$ cat src/core/serial_command_pkg.sv
/*
  Package for the serial command register block: bit positions, mode
  encodings, reset values and the carrier structs shared by the block.
  Assumes nothing of its surroundings beyond a SystemVerilog tool.
*/
`default_nettype none
package serial_command_pkg;

  // ****************************************
  // command register fields
  // ****************************************
  localparam int unsigned mode_hi_pos = 7;
  localparam int unsigned mode_lo_pos = 6;
  localparam int unsigned rts_pos = 5;
  localparam int unsigned error_reset_pos = 4;
  localparam int unsigned force_break_pos = 3;
  localparam int unsigned receiver_enable_pos = 2;
  localparam int unsigned dtr_pos = 1;
  localparam int unsigned transmitter_enable_pos = 0;
  localparam logic [7:0] command_reset = 8'h00;
  localparam logic [7:0] command_base_value = 8'h30;

  // ****************************************
  // status flag positions
  // ****************************************
  localparam int unsigned framing_pos = 5;
  localparam int unsigned overrun_pos = 4;
  localparam int unsigned parity_pos = 3;
  localparam int unsigned receive_ready_pos = 1;
  localparam int unsigned transmit_ready_pos = 0;

  typedef enum logic [1:0] {
    mode_normal = 2'h0,
    mode_auto_echo = 2'h1,
    mode_local_loop = 2'h2,
    mode_remote_loop = 2'h3
  } op_mode_type;

  // write port of the command register
  typedef struct packed {
    logic write;
    logic [7:0] data;
  } command_write_type;

  // error and ready events from the receiver and transmitter cores
  typedef struct packed {
    logic parity_err;
    logic framing_err;
    logic overrun_err;
    logic rx_char;
    logic tx_empty;
    logic thr_write;
    logic rx_read;
  } serial_events_type;

  // steering that the command register applies to the datapath
  typedef struct packed {
    op_mode_type mode;
    logic receiver_enable;
    logic transmitter_enable;
    logic force_break_ctl;
  } serial_steer_type;

endpackage
`default_nettype wire

$ cat src/core/serial_command_control.sv
/*
  Command register control of the mouse-port serial controller: mode
  select, modem controls, interrupt gating, error flags and line steering.
  Assumes a host port write strobe with data, a single 125 MHz clock and
  events from separate receiver and transmitter cores on the same clock.
*/
// Function
// - bits 7-6 select normal, auto echo, local loopback, remote loopback.
// - bit 5 zero drives request-to-send high and blocks interrupts.
// - interrupt reaches host only while the gating buffer is enabled.
// - bit 4 reads zero; writing one clears parity, framing, overrun flags.
// - bit 2 gates receiver, receive interrupt and receive-ready flag.
// - bit 1 one drives terminal-ready low, zero drives it high.
// - bit 0 gates transmitter, transmit interrupt, transmit-ready flag.
// - overrun stays set until receiver disabled or error reset written.
`timescale 1ns/10ps
`default_nettype none
module serial_command_control
  import serial_command_pkg::*;
(
  input wire logic clk,
  input wire logic rst,
  input wire command_write_type cmd_wr,
  input wire logic cmd_rd,
  input wire serial_events_type events,
  input wire logic controller_irq,
  input wire logic tx_serial,
  input wire logic rx_serial,
  output logic [7:0] cmd_rdata,
  output logic [7:0] status_rdata,
  output serial_steer_type steer,
  output logic line_txd,
  output logic rts_n,
  output logic dtr_n,
  output logic host_irq,
  output logic rx_to_core
);

  // ****************************************
  // command register
  // ****************************************
  logic [7:0] command_q;
  logic error_reset;
  logic rx_en;
  logic tx_en;
  op_mode_type mode;

  assign error_reset = cmd_wr.write && cmd_wr.data[error_reset_pos];
  assign rx_en = command_q[receiver_enable_pos];
  assign tx_en = command_q[transmitter_enable_pos];
  assign mode = op_mode_type'(command_q[mode_hi_pos:mode_lo_pos]);

  // the error reset bit is a strobe only, never stored
  always_ff @(posedge clk or posedge rst) begin
    if (rst) begin
      command_q <= command_reset;
    end else if (cmd_wr.write) begin
      command_q <= cmd_wr.data & ~(8'h01 << error_reset_pos);
    end
  end

  always_ff @(posedge clk or posedge rst) begin
    if (rst) begin
      cmd_rdata <= command_reset;
    end else if (cmd_wr.write) begin
      cmd_rdata <= cmd_wr.data & ~(8'h01 << error_reset_pos);
    end
  end

  // ****************************************
  // error flags
  // ****************************************
  logic parity_q;
  logic framing_q;
  logic overrun_q;

  // new errors win over a clear in the same cycle
  always_ff @(posedge clk or posedge rst) begin
    if (rst) begin
      parity_q <= 1'b0;
      framing_q <= 1'b0;
      overrun_q <= 1'b0;
    end else begin
      if (events.parity_err && rx_en) begin
        parity_q <= 1'b1;
      end else if (error_reset || !rx_en || events.rx_char) begin
        parity_q <= 1'b0;
      end
      if (events.framing_err && rx_en) begin
        framing_q <= 1'b1;
      end else if (error_reset || !rx_en || cmd_rd) begin
        framing_q <= 1'b0;
      end
      if (events.overrun_err && rx_en) begin
        overrun_q <= 1'b1;
      end else if (error_reset || !rx_en) begin
        overrun_q <= 1'b0;
      end
    end
  end

  // ****************************************
  // ready flags
  // ****************************************
  logic rx_ready_q;
  logic tx_ready_q;

  always_ff @(posedge clk or posedge rst) begin
    if (rst) begin
      rx_ready_q <= 1'b0;
    end else if (!rx_en) begin
      rx_ready_q <= 1'b0;
    end else if (events.rx_char) begin
      rx_ready_q <= 1'b1;
    end else if (events.rx_read) begin
      rx_ready_q <= 1'b0;
    end
  end

  always_ff @(posedge clk or posedge rst) begin
    if (rst) begin
      tx_ready_q <= 1'b0;
    end else if (!tx_en) begin
      tx_ready_q <= 1'b0;
    end else if (events.tx_empty) begin
      tx_ready_q <= 1'b1;
    end else if (events.thr_write) begin
      tx_ready_q <= 1'b0;
    end
  end

  always_ff @(posedge clk or posedge rst) begin
    if (rst) begin
      status_rdata <= 8'h00;
    end else begin
      status_rdata <= 8'h00;
      status_rdata[framing_pos] <= framing_q;
      status_rdata[overrun_pos] <= overrun_q;
      status_rdata[parity_pos] <= parity_q;
      status_rdata[receive_ready_pos] <= rx_ready_q;
      status_rdata[transmit_ready_pos] <= tx_ready_q;
    end
  end

  // ****************************************
  // modem controls and interrupt gate
  // ****************************************
  logic irq_src;

  // controller interrupt only counts for enabled directions
  assign irq_src = controller_irq && ((rx_en && rx_ready_q) ||
                   (tx_en && tx_ready_q));

  always_ff @(posedge clk or posedge rst) begin
    if (rst) begin
      rts_n <= 1'b1;
      dtr_n <= 1'b1;
      host_irq <= 1'b0;
    end else begin
      rts_n <= !command_q[rts_pos];
      dtr_n <= !command_q[dtr_pos];
      // gate follows bit 5; the conflicting bit 3 reading is not used
      host_irq <= irq_src && command_q[rts_pos];
    end
  end

  // ****************************************
  // line steering per mode
  // ****************************************
  logic txd_d;
  logic rxc_d;

  always_comb begin
    txd_d = 1'b1;
    rxc_d = 1'b1;
    unique case (mode)
      mode_normal: begin
        txd_d = tx_en ? tx_serial : 1'b1;
        rxc_d = rx_serial;
      end
      mode_auto_echo: begin
        txd_d = rx_serial;
        rxc_d = rx_serial;
      end
      mode_local_loop: begin
        txd_d = 1'b1;
        rxc_d = tx_serial;
      end
      mode_remote_loop: begin
        // line is echoed; receiver sees idle
        txd_d = rx_serial;
        rxc_d = 1'b1;
      end
    endcase
    if (command_q[force_break_pos]) begin
      txd_d = 1'b0;
    end
    if (!rx_en) begin
      rxc_d = 1'b1;
    end
  end

  always_ff @(posedge clk or posedge rst) begin
    if (rst) begin
      line_txd <= 1'b1;
      rx_to_core <= 1'b1;
      steer <= '0;
    end else begin
      line_txd <= txd_d;
      rx_to_core <= rxc_d;
      steer.mode <= mode;
      steer.receiver_enable <= rx_en;
      steer.transmitter_enable <= tx_en;
      steer.force_break_ctl <= command_q[force_break_pos];
    end
  end

endmodule
`default_nettype wire

$ cat config.mk
export PLATFORM = sky130hd
export DESIGN_NAME = serial_command_control
export DESIGN_NICKNAME = d
export VERILOG_FILES = /design/src/core/serial_command_pkg.sv /design/src/core/serial_command_control.sv
export SDC_FILE = /design/constraint.sdc
export NUM_CORES = 1
export LEC_CHECK = 0
export ABC_CLOCK_PERIOD_IN_PS = 1600
export BUFFER_PORTS_ARGS = -buffer_cell sky130_fd_sc_hd__buf_2
export CORE_ASPECT_RATIO = 0.7
export CORE_UTILIZATION = 47
export DETAILED_ROUTE_END_ITERATION = 6
export GPL_TIMING_DRIVEN = 1
export PLACE_DENSITY_LB_ADDON = 0.25
export SYNTH_ARGS = -nofsm -noshare
export SYNTH_HDL_FRONTEND = slang
export SYNTH_SLANG_ARGS = --single-unit
$ cat constraint.sdc
create_clock -name clk -period 1.6 [get_ports clk]
set_input_delay 0.32 -clock clk [delete_from_list [all_inputs] [get_ports clk]]
set_output_delay 0.32 -clock clk [all_outputs]
set_load 0.03 [all_outputs]
**Yosys cells after proc, flatten, opt, wreduce, memory -nomap -nowiden**

Index checks and enable logic that the tools add are counted.

- Bits in registers: 27
- Bits of input ports: 22
- Output and inout port bits: 26
- Word-level logic and storage cells: 59

- Equality and inequality tests: 5
- Reductions and logical operators: 21
- Multiplexer cells: 17

Operator list:

| operator | number |
|---|---|
| $mux 1 | 15 |
| $logic_and 1x1->1 | 8 |
| $ne 3x3->1 const B | 2 |
| $pmux 1 s3 | 2 |
| $reduce_bool 2->1 | 3 |
| $eq 2x2->1 const B | 2 |
| $logic_or 1x1->1 | 4 |
| $reduce_or 2->1 | 2 |
| $logic_not 1->1 | 3 |
| $eq 2x1->1 const B | 1 |
| $logic_not 2->1 | 1 |

**Longest topological paths before layout**

- Depth after elaboration: 5
- Depth in mapped cells: 4
- Depth with buffers taken out: 3

**Worst setup path before layout**

No wires, ideal clock.

- Path kind: register to register
- Start: register, netlist name cmd_rdata[7]
- End: register line_txd
- Setup slack: 611 ps
- Arrival: 896 ps
- Clock period less this slack: 989 ps
- Required time: 1,507 ps
- Path buffers: 0
- Stages on the path, launching flop included: 3
- Setup time: 93 ps
- Cell sequence: dfrtp_1 nor4b_1 nor3_1

RTL lines:

| element | line | text |
|---|---|---|
| end signal: assignment | serial_command_control.sv:209 | `line_txd <= txd_d;` |
| end: declaration | serial_command_control.sv:32 | `output logic line_txd,` |

**Worst setup path after layout**

- Start: register cmd_rdata[2]
- End: output port cmd_rdata[2]

RTL lines:

| element | line | text |
|---|---|---|
| start: declaration | serial_command_control.sv:29 | `output logic [7:0] cmd_rdata,` |
| start signal: assignment | serial_command_control.sv:64 | `cmd_rdata <= command_reset;` |
| start signal: assignment | serial_command_control.sv:66 | `cmd_rdata <= cmd_wr.data & ~(8'h01 << error_reset_pos);` |

No word-level cell between the ends.

==> impl_metrics.yaml <==
sta:
  tns_ns: 0
  max_freq_ghz: 0.723
  hold_viol: 0
  slew_violations: 0
  period_share_pct: 86.4
  rsz0062_at_grt: "false"
  finalWorstSetupSlack_ns: 0.217
  clock_skew_ns: 0.0108
  fin_crit_ns: 1.38
  setup_viol: 0
worst_setup_path:
  worst_ep_required_time_ns: 1.28
  worst-path-buf-inv: 1
  path_class: "reg -> out"
  slowest_delay_ns: 0.50
  critPathLaunchType: "flop"
  r2r_end: "line_txd"
  end_kind: "output port"
  critPathTopFamily: "flip-flops"
  reg2reg_from: "cmd_rdata[7]"
  slowest_stage: "dfrtp_1"
  crit_start: "cmd_rdata[2]"
  r2r_setup_slack_ns: 0.69
  ff2ff_path_depth: 2
  cp_max_fo: 9
  cp_cell_sequence: "buf_2"
  worstPathArrival_ns: 1.06
yosys:
  synth_area_um2: 963
  postSynthCellCount: 67
  synth_seq_cells: 27
  syn_area_per_cell_um2: 14.4
  yosys_warnings: 0
  synthDistinctLibCells: 21
  yosysSeqAreaShare_pct: 70.6
global_routing:
  grt_pass1_wl_um: 2480
  antenna_found_initial: 0
  grt_pass1_vias: 544
  grt.total_usage_pct: 16.0
  globalRouteOverflowTotal: 0
  grt_max_degree: 28
floorplanning:
  pin_count: 48
  die_h_um: 39.9
  initial_core_util_pct: 51.1
  num_rows: 13
  die-area_um2: 2240
  core-area_um2: 1890
  die_x_um: 56.1
place:
  port-buffer-count: 43
  routabilityCongestion: 0.686
  pre_cts_ws_ns: 0.567
  dp_hpwl_um: 1190
cts:
  h-tree-depth: 1
  cts_buffers: 3
  clk_pin_slew_worst_paths_ns: 0.15
  worstSkewPairLatency_ns: 0.33
  ctsResizeCount: 0
  cts_buffer_depth: 2
  clock-sinks: 27
  post_cts_buffers: 0
  ctsHoldBuffers: 0
  clockRootBuffer: "clkbuf_4"
  cts_tree: "done"
pwr:
  pwr-share-clk_pct: 21.4
  pwr-share-seq_pct: 58.1
  switchingPower_w: 0.000419
  switching_share_pct: 30.8
  irDropWorstVdd_v: 0.000903
  p_leak_nw: 0.647
  p_per_area_nw_per_um2: 1120
  pwr-share-comb_pct: 20.5
  p_int_w: 0.000941
hold_path:
  hold_class: "in -> async"
routing:
  drt_iter0_markers: 6
  drc: 0
  drtAntennaViolNets: 0
  vias: 610
  wl_per_cell_um: 12.2
  first_pass_iters: 4
  wl_um: 1650
  vias_per_cell: 4.52
cells_and_area:
  drive_gt1_share_pct: 51.3
  nFillCells: 149
  diodes: 0
  nNetsFinal: 136
  syn2layout_area_growth_pct: 25.7
run:
  max_cap_violations: 0
run_status:
  outcome: "completed"
## placed cells by master (no fill, tap or decap)
| cell type | count |
|---|---|
| a21boi_0 | 1 |
| a21oi_1 | 1 |
| a22oi_1 | 1 |
| a31oi_1 | 2 |
| buf_2 | 43 |
| buf_4 | 1 |
| clkbuf_4 | 3 |
| clkinv_2 | 1 |
| conb_1 | 4 |
| dfrtp_1 | 23 |
| dfstp_2 | 4 |
| inv_1 | 5 |
| mux2_4 | 5 |
| nand2_1 | 3 |
| nand2_4 | 1 |
| nand2b_1 | 1 |
| nor2_1 | 2 |
| nor2b_1 | 5 |
| nor3_1 | 1 |
| nor3b_1 | 1 |
| nor4b_1 | 1 |
| o21a_1 | 1 |
| o21ai_0 | 3 |
## synth_stat cells
master    number  area, um2
a31oi_1        2       12.5
mux2_4         5       75.1
buf_6          1       11.3
a22oi_1        1       7.51
a21oi_1        1       5.00
inv_1          5       18.8
nor3_1         1       5.00
nand2b_1       1       6.26
o21a_1         1       7.51
nor3b_1        1       7.51
a21boi_0       1       7.51
dfrtp_1       23        576
o21ai_0        3       15.0
nor4b_1        1       8.76
conb_1         1       3.75
nand2_1        3       11.3
nor2b_1        5       31.3
nand2_4        1       11.3
nor2_1         2       7.51
buf_4          4       30.0
dfstp_2        4        105
## worst max-delay path by stage
stage	to	slack, ns	cells past startpoint
floorplan	line_txd	0.61	2
detailed placement	cmd_rdata[2]	0.57	1
global route	cmd_rdata[2]	0.13	1
CTS	cmd_rdata[2]	0.18	1
finish	cmd_rdata[2]	0.22	1
global placement	cmd_rdata[2]	0.55	1
## final cells by class
type                       count  area [um2]  share of cell area [%]
multi-input combinational     33         234                    19.3
inverter                       5        18.8                    1.55
sequential                    27         681                    56.2
tap                           22        27.5                    2.27
clock buffer                   3        22.5                    1.86
timing repair buffer          44         223                    18.4
clock inverter                 1        5.00                   0.413
## metrics by stage
| stage | util, % | instance area [um2] | cells | hold slack (ns) | total power (W) |
|---|---|---|---|---|---|
| floorplan | - | 975 | 70 | 0.353 | 0.000998 |
| global placement | 62.7 | 1180 | 131 | 0.366 | 0.00108 |
| detailed placement | 62.7 | 1180 | 131 | 0.365 | 0.00109 |
| CTS | 64.2 | 1210 | 135 | 0.0267 | 0.00137 |
| global route | 64.2 | 1210 | 135 | 0.0218 | 0.00142 |
| finish | 64.2 | 1210 | 135 | 0.0129 | 0.00136 |
## power by group through the flow
| stage | Sequential [W] | Combinational [W] | Clock, W |
|---|---|---|---|
| floorplan | 0.000909 | 0.0000890 | 0 |
| global placement | 0.000802 | 0.000279 | 0 |
| detailed placement | 0.000805 | 0.000282 | 0 |
| CTS | 0.000792 | 0.000283 | 0.000297 |
| global route | 0.000800 | 0.000297 | 0.000324 |
| finish | 0.000791 | 0.000279 | 0.000291 |
## kinds of logic after synthesis
logic type / count (synthesis) / synth area share [%]
flip-flops: 27 / 70.6
AND/OR/NAND/NOR: 15 / 9.22
buffers and inverters: 10 / 6.23
AO/OA/AOI/OAI: 9 / 5.71
multiplexers: 5 / 7.79
other: 1 / 0.389
## per-layer routing
layer  vias up  GRT usage (%)  share of wire [%]
met3         2           7.26                6.4
li1        301              -                  -
met2        26           28.0                 49
met5         -              0                  0
met1       281           18.6                 44
met4         0           3.66               0.97
## registers in the layout, indices dropped and copies added (netlist names)
| name | flops |
|---|---|
| rts_n | 1 |
| parity_q | 1 |
| framing_q | 1 |
| dtr_n | 1 |
| status_rdata | 5 |
| cmd_rdata | 7 |
| rx_ready_q | 1 |
| tx_ready_q | 1 |
| rx_to_core | 1 |
| steer | 5 |
| host_irq | 1 |
| line_txd | 1 |
| overrun_q | 1 |
No activity file was read; power rests on OpenSTA's default activity.
